### config.mk
export PLATFORM = sky130hd
export DESIGN_NAME = efr_rewriter
export DESIGN_NICKNAME = d
export VERILOG_FILES = /design/src/core/efr_pkg.sv /design/src/core/efr_rewriter.sv
export VERILOG_INCLUDE_DIRS = /design/src /design/src/core
export SDC_FILE = /design/constraint.sdc
export NUM_CORES = 2
export LEC_CHECK = 0
export BUFFER_PORTS_ARGS = -buffer_cell sky130_fd_sc_hd__buf_4
export CAP_MARGIN = 20
export CORE_MARGIN = 8
export CORE_UTILIZATION = 50
export DETAILED_ROUTE_END_ITERATION = 10
export GPL_ROUTABILITY_DRIVEN = 0
export HOLD_SLACK_MARGIN = 0.05
export PLACE_DENSITY = 0.72
export SLEW_MARGIN = 25
export SYNTH_ARGS = -nofsm -noshare
export SYNTH_HDL_FRONTEND = slang
export SYNTH_SLANG_ARGS = --single-unit
### constraint.sdc
create_clock -name clock_in -period 46.4 [get_ports clock_in]
set_input_delay 9.28 -clock clock_in [delete_from_list [all_inputs] [get_ports clock_in]]
set_output_delay 9.28 -clock clock_in [all_outputs]
set_load 0.005 [all_outputs]
### src/core/efr_cfg.svh
// Register offsets, field positions and reset values of the egress frame rewriter.
`ifndef EFR_CFG_SVH
`define EFR_CFG_SVH
`define EFR_ADDR_W 10
`define EFR_OFS_DP1_TABLE 10'h000
`define EFR_OFS_REMAP_TABLE 10'h100
`define EFR_OFS_TAG_SELECT 10'h204
`define EFR_OFS_PORT_CTRL 10'h208
`define EFR_OFS_DSCP_CTRL 10'h20C
`define EFR_OFS_PRIO_MAP 10'h210
`define EFR_OFS_PTP_CTRL 10'h250
`define EFR_OFS_ASYM_DELAY 10'h254
`define EFR_OFS_STATUS 10'h258
`define EFR_FLD_AGEING_DISABLE 0
`define EFR_FLD_DISCARD 1
`define EFR_FLD_CSUM_CPU 2
`define EFR_FLD_CSUM_NET_LO 3
`define EFR_FLD_TWOSTEP_DIS 1
`define EFR_FLD_ONESTEP_DIS 2
`define EFR_FLD_MAP_DEI 3
`define EFR_FLD_DELAY_ENA_BIT 5
`define EFR_RST_PORT_CTRL 6'h04
`define EFR_FIFO_DEPTH 4
`endif

### src/core/efr_pkg.sv
// Types shared by the egress frame rewriter.
package efr_pkg;
  typedef enum logic [1:0] {
    EFR_CSUM_IF_CHANGED = 2'h0,
    EFR_CSUM_NEVER = 2'h1,
    EFR_CSUM_ALWAYS = 2'h2,
    EFR_CSUM_RESERVED = 2'h3
  } efr_csum_t;
  typedef enum logic [1:0] {
    EFR_DSCP_KEEP = 2'h0,
    EFR_DSCP_DIRECT = 2'h1,
    EFR_DSCP_REMAP = 2'h2,
    EFR_DSCP_REMAP_DP = 2'h3
  } efr_dscp_mode_t;
  typedef enum logic [1:0] {
    EFR_TAG_CLASSIFIED = 2'h0,
    EFR_TAG_PORT_DEFAULT = 2'h1,
    EFR_TAG_MAPPED = 2'h2,
    EFR_TAG_QOS_OR_DP = 2'h3
  } efr_tag_sel_t;
  typedef enum logic [1:0] {
    EFR_PTP_NONE = 2'h0,
    EFR_PTP_ONESTEP = 2'h1,
    EFR_PTP_TWOSTEP = 2'h2,
    EFR_PTP_ORIGIN = 2'h3
  } efr_ptp_cmd_t;
  typedef struct packed {
    logic fcs_recompute;
    logic no_ageing;
    logic dscp_write;
    logic [5:0] dscp;
    logic [2:0] pcp;
    logic dei;
    logic onestep_update;
    logic origin_update;
    logic twostep_store;
    logic [31:0] residence;
  } efr_desc_t;
endpackage

### src/core/efr_rewriter.sv
// Egress frame rewriter: per-frame decision logic, register file and output FIFO.
//
// Behaviour
// - Network frames: checksum policy 0 changed, 1 never, 2 always.
// - Injected frames recompute checksum when bit set; resets one.
// - Discard bit drops every frame to this port.
// - Ageing-disable bit stops ageing of queued frames.
// - DSCP mode 0 keeps, mode 1 writes analyzer value.
// - DSCP mode 2 remaps through general table.
// - Mode 3, precedence 1 uses dedicated table.
// - Mode 3, precedence 0 uses general table.
// - Two shared 64-entry six-bit tables, reset zero.
// - PCP from entry eight times precedence plus class.
// - DEI bit from that same entry.
// - Mapped values used only when selection chooses mapping.
// - Selection: 0 classified, 1 default, 2 map, 3 class/precedence.
// - One-step disable ignores one-step and origin commands.
// - Two-step disable suppresses departure time storage.
// - Delay-enable op bit adds signed delay to residence of one-step frames.
`timescale 1ns/1ps
`include "efr_cfg.svh"

module efr_fifo #(
  parameter int WIDTH = 8,
  parameter int DEPTH = 4
) (
  input wire logic clock_in,
  input wire logic rst_n_in,
  input wire logic in_valid_in,
  output logic in_ready_out,
  input wire logic [WIDTH-1:0] in_data_in,
  output logic out_valid_out,
  input wire logic out_ready_in,
  output logic [WIDTH-1:0] out_data_out,
  output logic [$clog2(DEPTH):0] level_out
);
  localparam int PW = $clog2(DEPTH);
  typedef struct packed {
    logic [DEPTH-1:0][WIDTH-1:0] mem;
    logic [PW-1:0] wptr;
    logic [PW-1:0] rptr;
    logic [PW:0] count;
  } efr_fifo_state_t;
  efr_fifo_state_t s_q;
  efr_fifo_state_t s_d;
  logic push;
  logic pop;

  if (WIDTH < 1) begin
    $error("efr_fifo: WIDTH must be at least 1");
  end
  if (DEPTH < 2 || (1 << PW) != DEPTH) begin
    $error("efr_fifo: DEPTH must be a power of two of at least 2");
  end

  // Full and empty come straight from the count so the source really stalls.
  assign in_ready_out = (s_q.count != (PW + 1)'(DEPTH));
  assign out_valid_out = (s_q.count != '0);
  assign out_data_out = s_q.mem[s_q.rptr];
  assign level_out = s_q.count;
  assign push = in_valid_in & in_ready_out;
  assign pop = out_valid_out & out_ready_in;

  // Pointers wrap by themselves because the depth is a power of two.
  always_comb begin
    s_d = s_q;
    if (push) begin
      s_d.mem[s_q.wptr] = in_data_in;
      s_d.wptr = s_q.wptr + PW'(1);
    end
    if (pop) begin
      s_d.rptr = s_q.rptr + PW'(1);
    end
    s_d.count = s_q.count + (PW + 1)'(push) - (PW + 1)'(pop);
  end

  always_ff @(posedge clock_in or negedge rst_n_in) begin
    if (!rst_n_in) begin
      s_q <= '0;
    end else begin
      s_q <= s_d;
    end
  end
endmodule

module efr_rewriter #(
  parameter int FIFO_DEPTH = `EFR_FIFO_DEPTH
) (
  input wire logic clock_in,
  input wire logic reset_n_in,
  input wire logic [`EFR_ADDR_W-1:0] avs_address_in,
  input wire logic avs_read_in,
  input wire logic avs_write_in,
  input wire logic [31:0] avs_writedata_in,
  input wire logic [3:0] avs_byteenable_in,
  output logic [31:0] avs_readdata_out,
  output logic avs_waitrequest_out,
  input wire logic frm_valid_in,
  output logic frm_ready_out,
  input wire logic frm_from_cpu_in,
  input wire logic frm_data_changed_in,
  input wire logic [5:0] frm_ana_dscp_in,
  input wire logic frm_drop_precedence_in,
  input wire logic [2:0] frm_qos_class_in,
  input wire logic [2:0] frm_cls_pcp_in,
  input wire logic frm_cls_dei_in,
  input wire logic [1:0] frm_ptp_cmd_in,
  input wire logic [5:0] frm_rewrite_operation_code_in,
  input wire logic [31:0] frm_residence_in,
  output logic out_valid_out,
  input wire logic out_ready_in,
  output logic out_fcs_recompute_out,
  output logic out_no_ageing_out,
  output logic out_dscp_write_out,
  output logic [5:0] out_dscp_out,
  output logic [2:0] out_pcp_out,
  output logic out_dei_out,
  output logic out_onestep_update_out,
  output logic out_origin_update_out,
  output logic out_twostep_store_out,
  output logic [31:0] out_residence_out
);
  localparam int LW = $clog2(FIFO_DEPTH) + 1;

  typedef struct packed {
    logic [63:0][5:0] dp1_table;
    logic [63:0][5:0] remap_table;
    logic [15:0][3:0] prio_map;
    logic [1:0] tag_priority_select;
    logic [1:0] tag_eligibility_select;
    logic [2:0] port_pcp;
    logic port_dei;
    logic [5:0] port_ctrl;
    logic [1:0] codepoint_rewrite_mode;
    logic onestep_time_disable;
    logic twostep_time_disable;
    logic [31:0] asymmetric_delay_value;
    logic [15:0] discard_count;
    logic ack;
    logic [31:0] rdata;
  } efr_state_t;

  efr_state_t s_q;
  efr_state_t s_d;
  logic rst_meta_q;
  logic rst_sync_q;
  efr_pkg::efr_desc_t desc;
  efr_pkg::efr_desc_t fifo_out;
  logic fifo_in_ready;
  logic [LW-1:0] fifo_level;
  logic push;
  logic access;
  logic [5:0] word;
  logic [3:0] map_idx;
  logic [3:0] map_entry;
  logic csum_changed;
  logic onestep_req;

  // The status word reports the queue level in sixteen bits.
  if (FIFO_DEPTH > 32768) begin
    $error("efr_rewriter: FIFO_DEPTH does not fit the status word");
  end
  if (FIFO_DEPTH < 2) begin
    $error("efr_rewriter: FIFO_DEPTH must be at least 2");
  end

  // Reset is released through two flops so every register leaves reset on the same edge.
  always_ff @(posedge clock_in or negedge reset_n_in) begin
    if (!reset_n_in) begin
      rst_meta_q <= 1'b0;
      rst_sync_q <= 1'b0;
    end else begin
      rst_meta_q <= 1'b1;
      rst_sync_q <= rst_meta_q;
    end
  end

  assign access = avs_read_in | avs_write_in;
  // The low two address bits are ignored for the tables; control registers decode the full address.
  assign word = avs_address_in[7:2];
  // One wait cycle per access; the answer stands on the second edge.
  assign avs_waitrequest_out = access & ~s_q.ack;
  assign avs_readdata_out = s_q.rdata;

  // Per-frame decision, computed as the frame descriptor is taken.
  always_comb begin
    desc = '0;
    desc.no_ageing = s_q.port_ctrl[`EFR_FLD_AGEING_DISABLE];
    case (efr_pkg::efr_dscp_mode_t'(s_q.codepoint_rewrite_mode))
      efr_pkg::EFR_DSCP_KEEP: begin
        desc.dscp_write = 1'b0;
        desc.dscp = frm_ana_dscp_in;
      end
      efr_pkg::EFR_DSCP_DIRECT: begin
        desc.dscp_write = 1'b1;
        desc.dscp = frm_ana_dscp_in;
      end
      efr_pkg::EFR_DSCP_REMAP: begin
        desc.dscp_write = 1'b1;
        desc.dscp = s_q.remap_table[frm_ana_dscp_in];
      end
      efr_pkg::EFR_DSCP_REMAP_DP: begin
        desc.dscp_write = 1'b1;
        desc.dscp = frm_drop_precedence_in ? s_q.dp1_table[frm_ana_dscp_in] : s_q.remap_table[frm_ana_dscp_in];
      end
      default: begin
        desc.dscp_write = 1'b0;
        desc.dscp = frm_ana_dscp_in;
      end
    endcase
    // A rewritten codepoint alters the frame, so the checksum treats it as a change.
    csum_changed = frm_data_changed_in | desc.dscp_write;
    if (frm_from_cpu_in) begin
      desc.fcs_recompute = s_q.port_ctrl[`EFR_FLD_CSUM_CPU];
    end else begin
      case (efr_pkg::efr_csum_t'(s_q.port_ctrl[`EFR_FLD_CSUM_NET_LO +: 2]))
        efr_pkg::EFR_CSUM_IF_CHANGED: desc.fcs_recompute = csum_changed;
        efr_pkg::EFR_CSUM_NEVER: desc.fcs_recompute = 1'b0;
        efr_pkg::EFR_CSUM_ALWAYS: desc.fcs_recompute = 1'b1;
        default: desc.fcs_recompute = csum_changed;
      endcase
    end
    // Concatenation gives eight times precedence plus class with no multiplier.
    // Entry eight times precedence plus class
    map_idx = {frm_drop_precedence_in, frm_qos_class_in};
    map_entry = s_q.prio_map[map_idx];
    case (efr_pkg::efr_tag_sel_t'(s_q.tag_priority_select))
      efr_pkg::EFR_TAG_CLASSIFIED: desc.pcp = frm_cls_pcp_in;
      efr_pkg::EFR_TAG_PORT_DEFAULT: desc.pcp = s_q.port_pcp;
      efr_pkg::EFR_TAG_MAPPED: desc.pcp = map_entry[2:0];
      default: desc.pcp = frm_qos_class_in;
    endcase
    case (efr_pkg::efr_tag_sel_t'(s_q.tag_eligibility_select))
      efr_pkg::EFR_TAG_CLASSIFIED: desc.dei = frm_cls_dei_in;
      efr_pkg::EFR_TAG_PORT_DEFAULT: desc.dei = s_q.port_dei;
      efr_pkg::EFR_TAG_MAPPED: desc.dei = map_entry[`EFR_FLD_MAP_DEI];
      default: desc.dei = frm_drop_precedence_in;
    endcase
    onestep_req = (frm_ptp_cmd_in == efr_pkg::EFR_PTP_ONESTEP) & ~s_q.onestep_time_disable;
    desc.onestep_update = onestep_req;
    desc.origin_update = (frm_ptp_cmd_in == efr_pkg::EFR_PTP_ORIGIN) & ~s_q.onestep_time_disable;
    desc.twostep_store = (frm_ptp_cmd_in == efr_pkg::EFR_PTP_TWOSTEP) & ~s_q.twostep_time_disable;
    // Origin commands never take the delay; only one-step frames have it added to residence.
    // Asymmetric delay add
    if (onestep_req && frm_rewrite_operation_code_in[`EFR_FLD_DELAY_ENA_BIT]) begin
      desc.residence = frm_residence_in + s_q.asymmetric_delay_value;
    end else begin
      desc.residence = frm_residence_in;
    end
  end

  // Nothing is taken until reset is released, since a queue held in reset would lose it.
  // Discarded frames are taken but never queued
  assign frm_ready_out = rst_sync_q & (s_q.port_ctrl[`EFR_FLD_DISCARD] | fifo_in_ready);
  assign push = rst_sync_q & frm_valid_in & ~s_q.port_ctrl[`EFR_FLD_DISCARD];

  // The queue lets the decision run ahead of a stalled receiver and keeps frame order.
  efr_fifo #(
    .WIDTH($bits(efr_pkg::efr_desc_t)),
    .DEPTH(FIFO_DEPTH)
  ) u_fifo (
    .clock_in(clock_in),
    .rst_n_in(rst_sync_q),
    .in_valid_in(push),
    .in_ready_out(fifo_in_ready),
    .in_data_in(desc),
    .out_valid_out(out_valid_out),
    .out_ready_in(out_ready_in),
    .out_data_out(fifo_out),
    .level_out(fifo_level)
  );

  assign out_fcs_recompute_out = fifo_out.fcs_recompute;
  assign out_no_ageing_out = fifo_out.no_ageing;
  assign out_dscp_write_out = fifo_out.dscp_write;
  assign out_dscp_out = fifo_out.dscp;
  assign out_pcp_out = fifo_out.pcp;
  assign out_dei_out = fifo_out.dei;
  assign out_onestep_update_out = fifo_out.onestep_update;
  assign out_origin_update_out = fifo_out.origin_update;
  assign out_twostep_store_out = fifo_out.twostep_store;
  assign out_residence_out = fifo_out.residence;

  // Register file. Byte enable 0 gates every table and control write; the delay word uses all four lanes.
  always_comb begin
    s_d = s_q;
    s_d.ack = access & ~s_q.ack;
    // The discard tally wraps; software reads it as a free-running count.
    if (frm_valid_in && s_q.port_ctrl[`EFR_FLD_DISCARD]) begin
      s_d.discard_count = s_q.discard_count + 16'h0001;
    end
    if (avs_read_in && !s_q.ack) begin
      s_d.rdata = 32'h00000000;
      if (avs_address_in[9:8] == 2'h0) begin
        s_d.rdata = {26'h0000000, s_q.dp1_table[word]};
      end else if (avs_address_in[9:8] == 2'h1) begin
        s_d.rdata = {26'h0000000, s_q.remap_table[word]};
      end else if (avs_address_in >= `EFR_OFS_PRIO_MAP && avs_address_in < `EFR_OFS_PTP_CTRL) begin
        s_d.rdata = {28'h0000000, s_q.prio_map[word[3:0] - 4'h4]};
      end else begin
        case (avs_address_in)
          `EFR_OFS_TAG_SELECT: s_d.rdata = {24'h000000, s_q.port_dei, s_q.port_pcp,
                                            s_q.tag_priority_select, s_q.tag_eligibility_select};
          `EFR_OFS_PORT_CTRL: s_d.rdata = {26'h0000000, s_q.port_ctrl};
          `EFR_OFS_DSCP_CTRL: s_d.rdata = {30'h00000000, s_q.codepoint_rewrite_mode};
          `EFR_OFS_PTP_CTRL: s_d.rdata = {29'h00000000, s_q.onestep_time_disable,
                                          s_q.twostep_time_disable, 1'b0};
          `EFR_OFS_ASYM_DELAY: s_d.rdata = s_q.asymmetric_delay_value;
          `EFR_OFS_STATUS: s_d.rdata = {s_q.discard_count, 16'(fifo_level)};
          default: s_d.rdata = 32'h00000000;
        endcase
      end
    end
    if (avs_write_in && s_q.ack && avs_byteenable_in[0]) begin
      if (avs_address_in[9:8] == 2'h0) begin
        s_d.dp1_table[word] = avs_writedata_in[5:0];
      end else if (avs_address_in[9:8] == 2'h1) begin
        s_d.remap_table[word] = avs_writedata_in[5:0];
      end else if (avs_address_in >= `EFR_OFS_PRIO_MAP && avs_address_in < `EFR_OFS_PTP_CTRL) begin
        s_d.prio_map[word[3:0] - 4'h4] = avs_writedata_in[3:0];
      end else begin
        case (avs_address_in)
          `EFR_OFS_TAG_SELECT: begin
            s_d.tag_eligibility_select = avs_writedata_in[1:0];
            s_d.tag_priority_select = avs_writedata_in[3:2];
            s_d.port_pcp = avs_writedata_in[6:4];
            s_d.port_dei = avs_writedata_in[7];
          end
          `EFR_OFS_PORT_CTRL: s_d.port_ctrl = avs_writedata_in[5:0];
          `EFR_OFS_DSCP_CTRL: s_d.codepoint_rewrite_mode = avs_writedata_in[1:0];
          `EFR_OFS_PTP_CTRL: begin
            s_d.twostep_time_disable = avs_writedata_in[`EFR_FLD_TWOSTEP_DIS];
            s_d.onestep_time_disable = avs_writedata_in[`EFR_FLD_ONESTEP_DIS];
          end
          default: s_d.rdata = s_q.rdata;
        endcase
      end
    end
    // Byte lanes let software change the signed delay one byte at a time.
    if (avs_write_in && s_q.ack && avs_address_in == `EFR_OFS_ASYM_DELAY) begin
      for (int b = 0; b < 4; b++) begin
        if (avs_byteenable_in[b]) begin
          s_d.asymmetric_delay_value[b*8 +: 8] = avs_writedata_in[b*8 +: 8];
        end
      end
    end
  end

  // Injected-frame checksum bit resets to one
  always_ff @(posedge clock_in or negedge rst_sync_q) begin
    if (!rst_sync_q) begin
      s_q <= '0;
      s_q.port_ctrl <= `EFR_RST_PORT_CTRL;
    end else begin
      s_q <= s_d;
    end
  end
endmodule

======== After elaboration in Yosys (flattened, before gate mapping) ========
Cells that the tools add are included.
cells by class
  add/sub/neg operators ................... 7
  magnitude comparators ................... 11
  eq/ne operators ......................... 21
  multiplexer cells ....................... 41
  bitwise logic cells ..................... 19
  reduce and logical (&&, ||, !) cells .... 28
operators by type and width
  operator               count
  $bwmux 384             2
  $mux 32                10
  $bwmux 192             1
  $pmux 32 s6            1
  $bmux 6 s6             4
  $bmux 48 s2            1
  $demux 48 s2           1
  $mux 48                2
  $bwmux 64              1
  $eq 10x10->1 const B   6
  $demux 6 s6            1
  $mux 6                 6
  $add 32x32->32         1
  $bmux 4 s4             2
  $pmux 7 s4             1
  $reduce_and 5->1       4
  $add 16x1->16 const B  1
  $demux 4 s4            1
  $eq 2x2->1 const B     7
  $lt 6x7->1 const B     2
  $eq 2x1->1 const B     6
  $mux 4                 3
  $ge 10x10->1 const B   1
  $logic_and 1x1->1      10
  other kinds (26)       52
storage, ports and cells
  flip-flop bits (word level) ............. 1132
  bits of input ports ..................... 108
  output and inout bits ................... 83
  logic and storage cells ................. 295

======== Longest topological paths before layout ========
  depth after elaboration ................. 12
  gate-level depth with buffers ........... 13
  gate-level depth less buffers ........... 10

======== By module ========
A second synthesis with hierarchy kept.
unflattened totals
  cell total of the unflattened synthesis .. 3959
  area total of the unflattened synthesis .. 60468.0 sq um
modules (own cells, without submodules)
  module        instances  cells each  area an instance (sq um)  seq. area each (sq um)
  efr_rewriter  1          3456        51441.8                   23348.6
  efr_fifo      1          503         9026.2                    4979.8

======== Least setup slack after synthesis ========
No wires, ideal clock.
  path type ............................... register -> output
  start point ............................. register rst_sync_q
  end point ............................... output frm_ready_out
  arrival time ............................ 26221 ps
  required time ........................... 37120 ps
  slack ................................... 10899 ps
  stages on the path, launching flop included .. 2
  buffers on the path ..................... 0
  path through ............................ dfrtp_1 o21a_1
between the ends
  cells in the longest elaborated chain, start to end .. 1
ends and longest elaborated chain
  element                   RTL line             text
  start: declaration        efr_rewriter.sv:146  logic rst_sync_q;
  start signal: assignment  efr_rewriter.sv:174  rst_sync_q <= rst_meta_q;
  $and 1x1->1               efr_rewriter.sv:254  assign frm_ready_out = rst_sync_q & (s_q.port_ctrl[`EFR_FLD_DISCARD] | fifo_in_ready);
  end: declaration          efr_rewriter.sv:99   output logic frm_ready_out,
Every way passes these cells.

======== Worst setup path in the final report ========
  start point ............................. input avs_write_in
  end point ............................... output avs_waitrequest_out
between the ends
  cells in the longest elaborated chain, start to end .. 2
ends and longest elaborated chain
  element             RTL line             text
  start: declaration  efr_rewriter.sv:93   input wire logic avs_write_in,
  $or 1x1->1          efr_rewriter.sv:178  assign access = avs_read_in | avs_write_in;
  $and 1x1->1         efr_rewriter.sv:182  assign avs_waitrequest_out = access & ~s_q.ack;
  end: declaration    efr_rewriter.sv:97   output logic avs_waitrequest_out,
Every way passes these cells.

==> results.json <==
{
  "dr.pass1.iters": 6,
  "mostFrequentLayoutCell": "dfrtp_1",
  "slew_headroom": 0.231,
  "cts.htree.levels": 3,
  "final-setup-viol-count": 0,
  "period_minus_slack_ns": 18.98,
  "slew_viol_final": 0,
  "cts.sinks": 1132,
  "ant_nets": 0,
  "cts_hold_buffers": 0,
  "drt-initial-drc-count": 4376,
  "die_area_um2": 132000,
  "holdWs_ns": 0.347,
  "crit_path_start_kind": "input pin",
  "async_flop_share": 1.00,
  "synthToLayoutAreaGrowth_pct": 11.0,
  "crit-reg2reg-capture": "s_q[782]$_DFFE_PN0P_",
  "finalClockSkew_ns": 0.0482,
  "crit_fanout": 4,
  "crit_type": "input pin to output port",
  "nFillCells": 9611,
  "cts-resized-gates": 0,
  "r2r-start": "rst_sync_q$_DFF_PN0_",
  "antenna_found_initial": 11,
  "fin_setup_tns_ns": 0,
  "grt_pass1_wl_um": 264000,
  "seq_area_um2": 28300,
  "critPathRequiredTime_ns": 37.12,
  "clkTransAtPathRegs_ns": 0.06,
  "cp-end-kind": "output port",
  "post-route-period-util": 0.409,
  "rows": 127,
  "seq_area_frac_synth": 0.471,
  "wire_per_inst_um": 28.5,
  "synth.cell_area_um2": 60200,
  "grt_max_degree": 168,
  "arrival_ns": 9.70,
  "rsz0062_at_grt": "no",
  "die_x_um": 363,
  "power_density_nw_per_um2": 38.1,
  "yosys.cell_types.count": 74,
  "grt_usage": 0.262,
  "coreArea_um2": 120000,
  "final_cell_mix": "dfrtp_1 (1128), mux2_2 (908), mux4_2 (506)",
  "ios": 191,
  "hp-class": "register to register",
  "vdd_drop_max_v": 0.0000347,
  "holdPathStages": 0,
  "clockBufferDepth": 3,
  "cts_buffers": 120,
  "reg2reg_slack_ns": 42.75,
  "p_leak_uw": 0.0304,
  "viasPerCell": 6.58,
  "num_vias": 40389,
  "numPortBuffers": 185,
  "tightest_slew_ns": 1.15,
  "avgSynthCellArea_um2": 13.6,
  "cap_violations": 0,
  "cts-root-buf": "clkbuf_16",
  "synthFlopType": "dfrtp_1",
  "syn_nets": 4565,
  "clk_latency_ns": 0.74,
  "synth_enable_flop_cells": 0,
  "fmax_ghz": 0.0527,
  "status": "finished, final reports clean",
  "reg2reg_depth": 4,
  "dp_hpwl_um": 116000,
  "dieHeight_um": 363,
  "synth-seq-cells": 1132,
  "hp-start": "rst_meta_q$_DFF_PN0_",
  "whs_endpoint": "rst_sync_q$_DFF_PN0_",
  "layout-drive-gt1-share": 0.419,
  "synthCells": 4412,
  "overflow": 0,
  "yosys_warnings": 0,
  "wirelength_um": 175000,
  "cts_tree": "built",
  "post-route-drc-count": 0,
  "floorplan.initialDensity": 0.503,
  "hold_viol": 0,
  "cts_setup_buffers": 0,
  "multiInputGateArea_um2": 30200,
  "grt_pass1_vias": 40505,
  "nets": 4573
}
## cells in the mapped netlist, types with 43 or more instances
library cell,number,area share
a21oi_1,78,0.0065
a22oi_1,63,0.0079
buf_2,61,0.0051
clkbuf_1,226,0.014
dfrtp_1,1131,0.47
ha_1,43,0.0089
mux2_2,908,0.17
mux2i_1,84,0.014
mux4_2,506,0.19
nand2_1,420,0.026
nand3_1,58,0.0048
nor2_1,179,0.011
o21ai_0,175,0.015
## power by group
group | switching (uW) | internal, uW | leakage (uW)
Sequential | 57.7 | 1080 | 0.0155
Combinational | 224 | 198 | 0.0129
Clock | 412 | 578 | 0.00201
## state kept, by name, indices dropped and copies added, names as in the netlist
register and cells:
rst_meta_q 1, u_fifo.s_q 196, rst_sync_q 1, u_fifo.level_out 3, desc 1, avs_readdata_out 32
s_q 898
## worst max path at each step
stage / startpoint / endpoint / cells past startpoint
4_1_cts: avs_write_in / avs_waitrequest_out / 4
5_1_grt: avs_write_in / avs_waitrequest_out / 4
3_3_place_gp: avs_write_in / avs_waitrequest_out / 4
2_1_floorplan: rst_sync_q$_DFF_PN0_ / frm_ready_out / 1
3_5_place_dp: avs_write_in / avs_waitrequest_out / 4
6_report: avs_write_in / avs_waitrequest_out / 4
## layer usage
| layer | global-route usage | part of all wire | vias to the layer above |
|---|---|---|---|
| met4 | 0.101 | 0.041 | 8 |
| li1 | - | - | 16737 |
| met5 | 0 | 0.00033 | - |
| met1 | 0.356 | 0.40 | 21321 |
| met3 | 0.0664 | 0.093 | 415 |
| met2 | 0.406 | 0.47 | 1908 |
## final cells by class
| class | count | share of cell area |
|---|---|---|
| multi-input combinational | 2899 | 0.452 |
| inverter | 15 | 0.000843 |
| antenna | 6 | 0.000225 |
| clock buffer | 182 | 0.0533 |
| tap | 1612 | 0.0302 |
| sequential | 1132 | 0.424 |
| clock inverter | 40 | 0.00789 |
| timing repair buffer | 252 | 0.0308 |
## metrics by stage
step / instances / cell area [um^2] / utilization / power, uW / setup WS, ns
6_report: 6138 / 66800 / 0.558 / 2550 / 27.42
5_1_grt: 6134 / 66800 / 0.558 / 2650 / 27.38
4_1_cts: 6129 / 66700 / 0.557 / 2560 / 27.42
3_5_place_dp: 5907 / 62600 / 0.523 / 1570 / 27.43
3_3_place_gp: 5906 / 62500 / 0.523 / 1560 / 27.41
2_1_floorplan: 4412 / 60200 / - / 1400 / 10.90
## kinds of logic (layout without fill, tap and decap cells)
family / after synthesis / in the layout / share of synthesized area
AND/OR/NAND/NOR: 804 / 804 / 0.0579
flip-flops: 1132 / 1132 / 0.471
XOR/XNOR: 39 / 39 / 0.00568
multiplexers: 1502 / 1502 / 0.374
adder cells (fa/ha/maj): 45 / 45 / 0.00961
AO/OA/AOI/OAI: 508 / 508 / 0.0542
other: 1 / 7 / 0.0000623
buffers and inverters: 381 / 489 / 0.0274
## critical path, cell delays in order
cell    delay, ns
buf_4        0.13
nor2_1       0.09
nor2_1       0.06
buf_4        0.14
(Power assumes the default switching activity.)
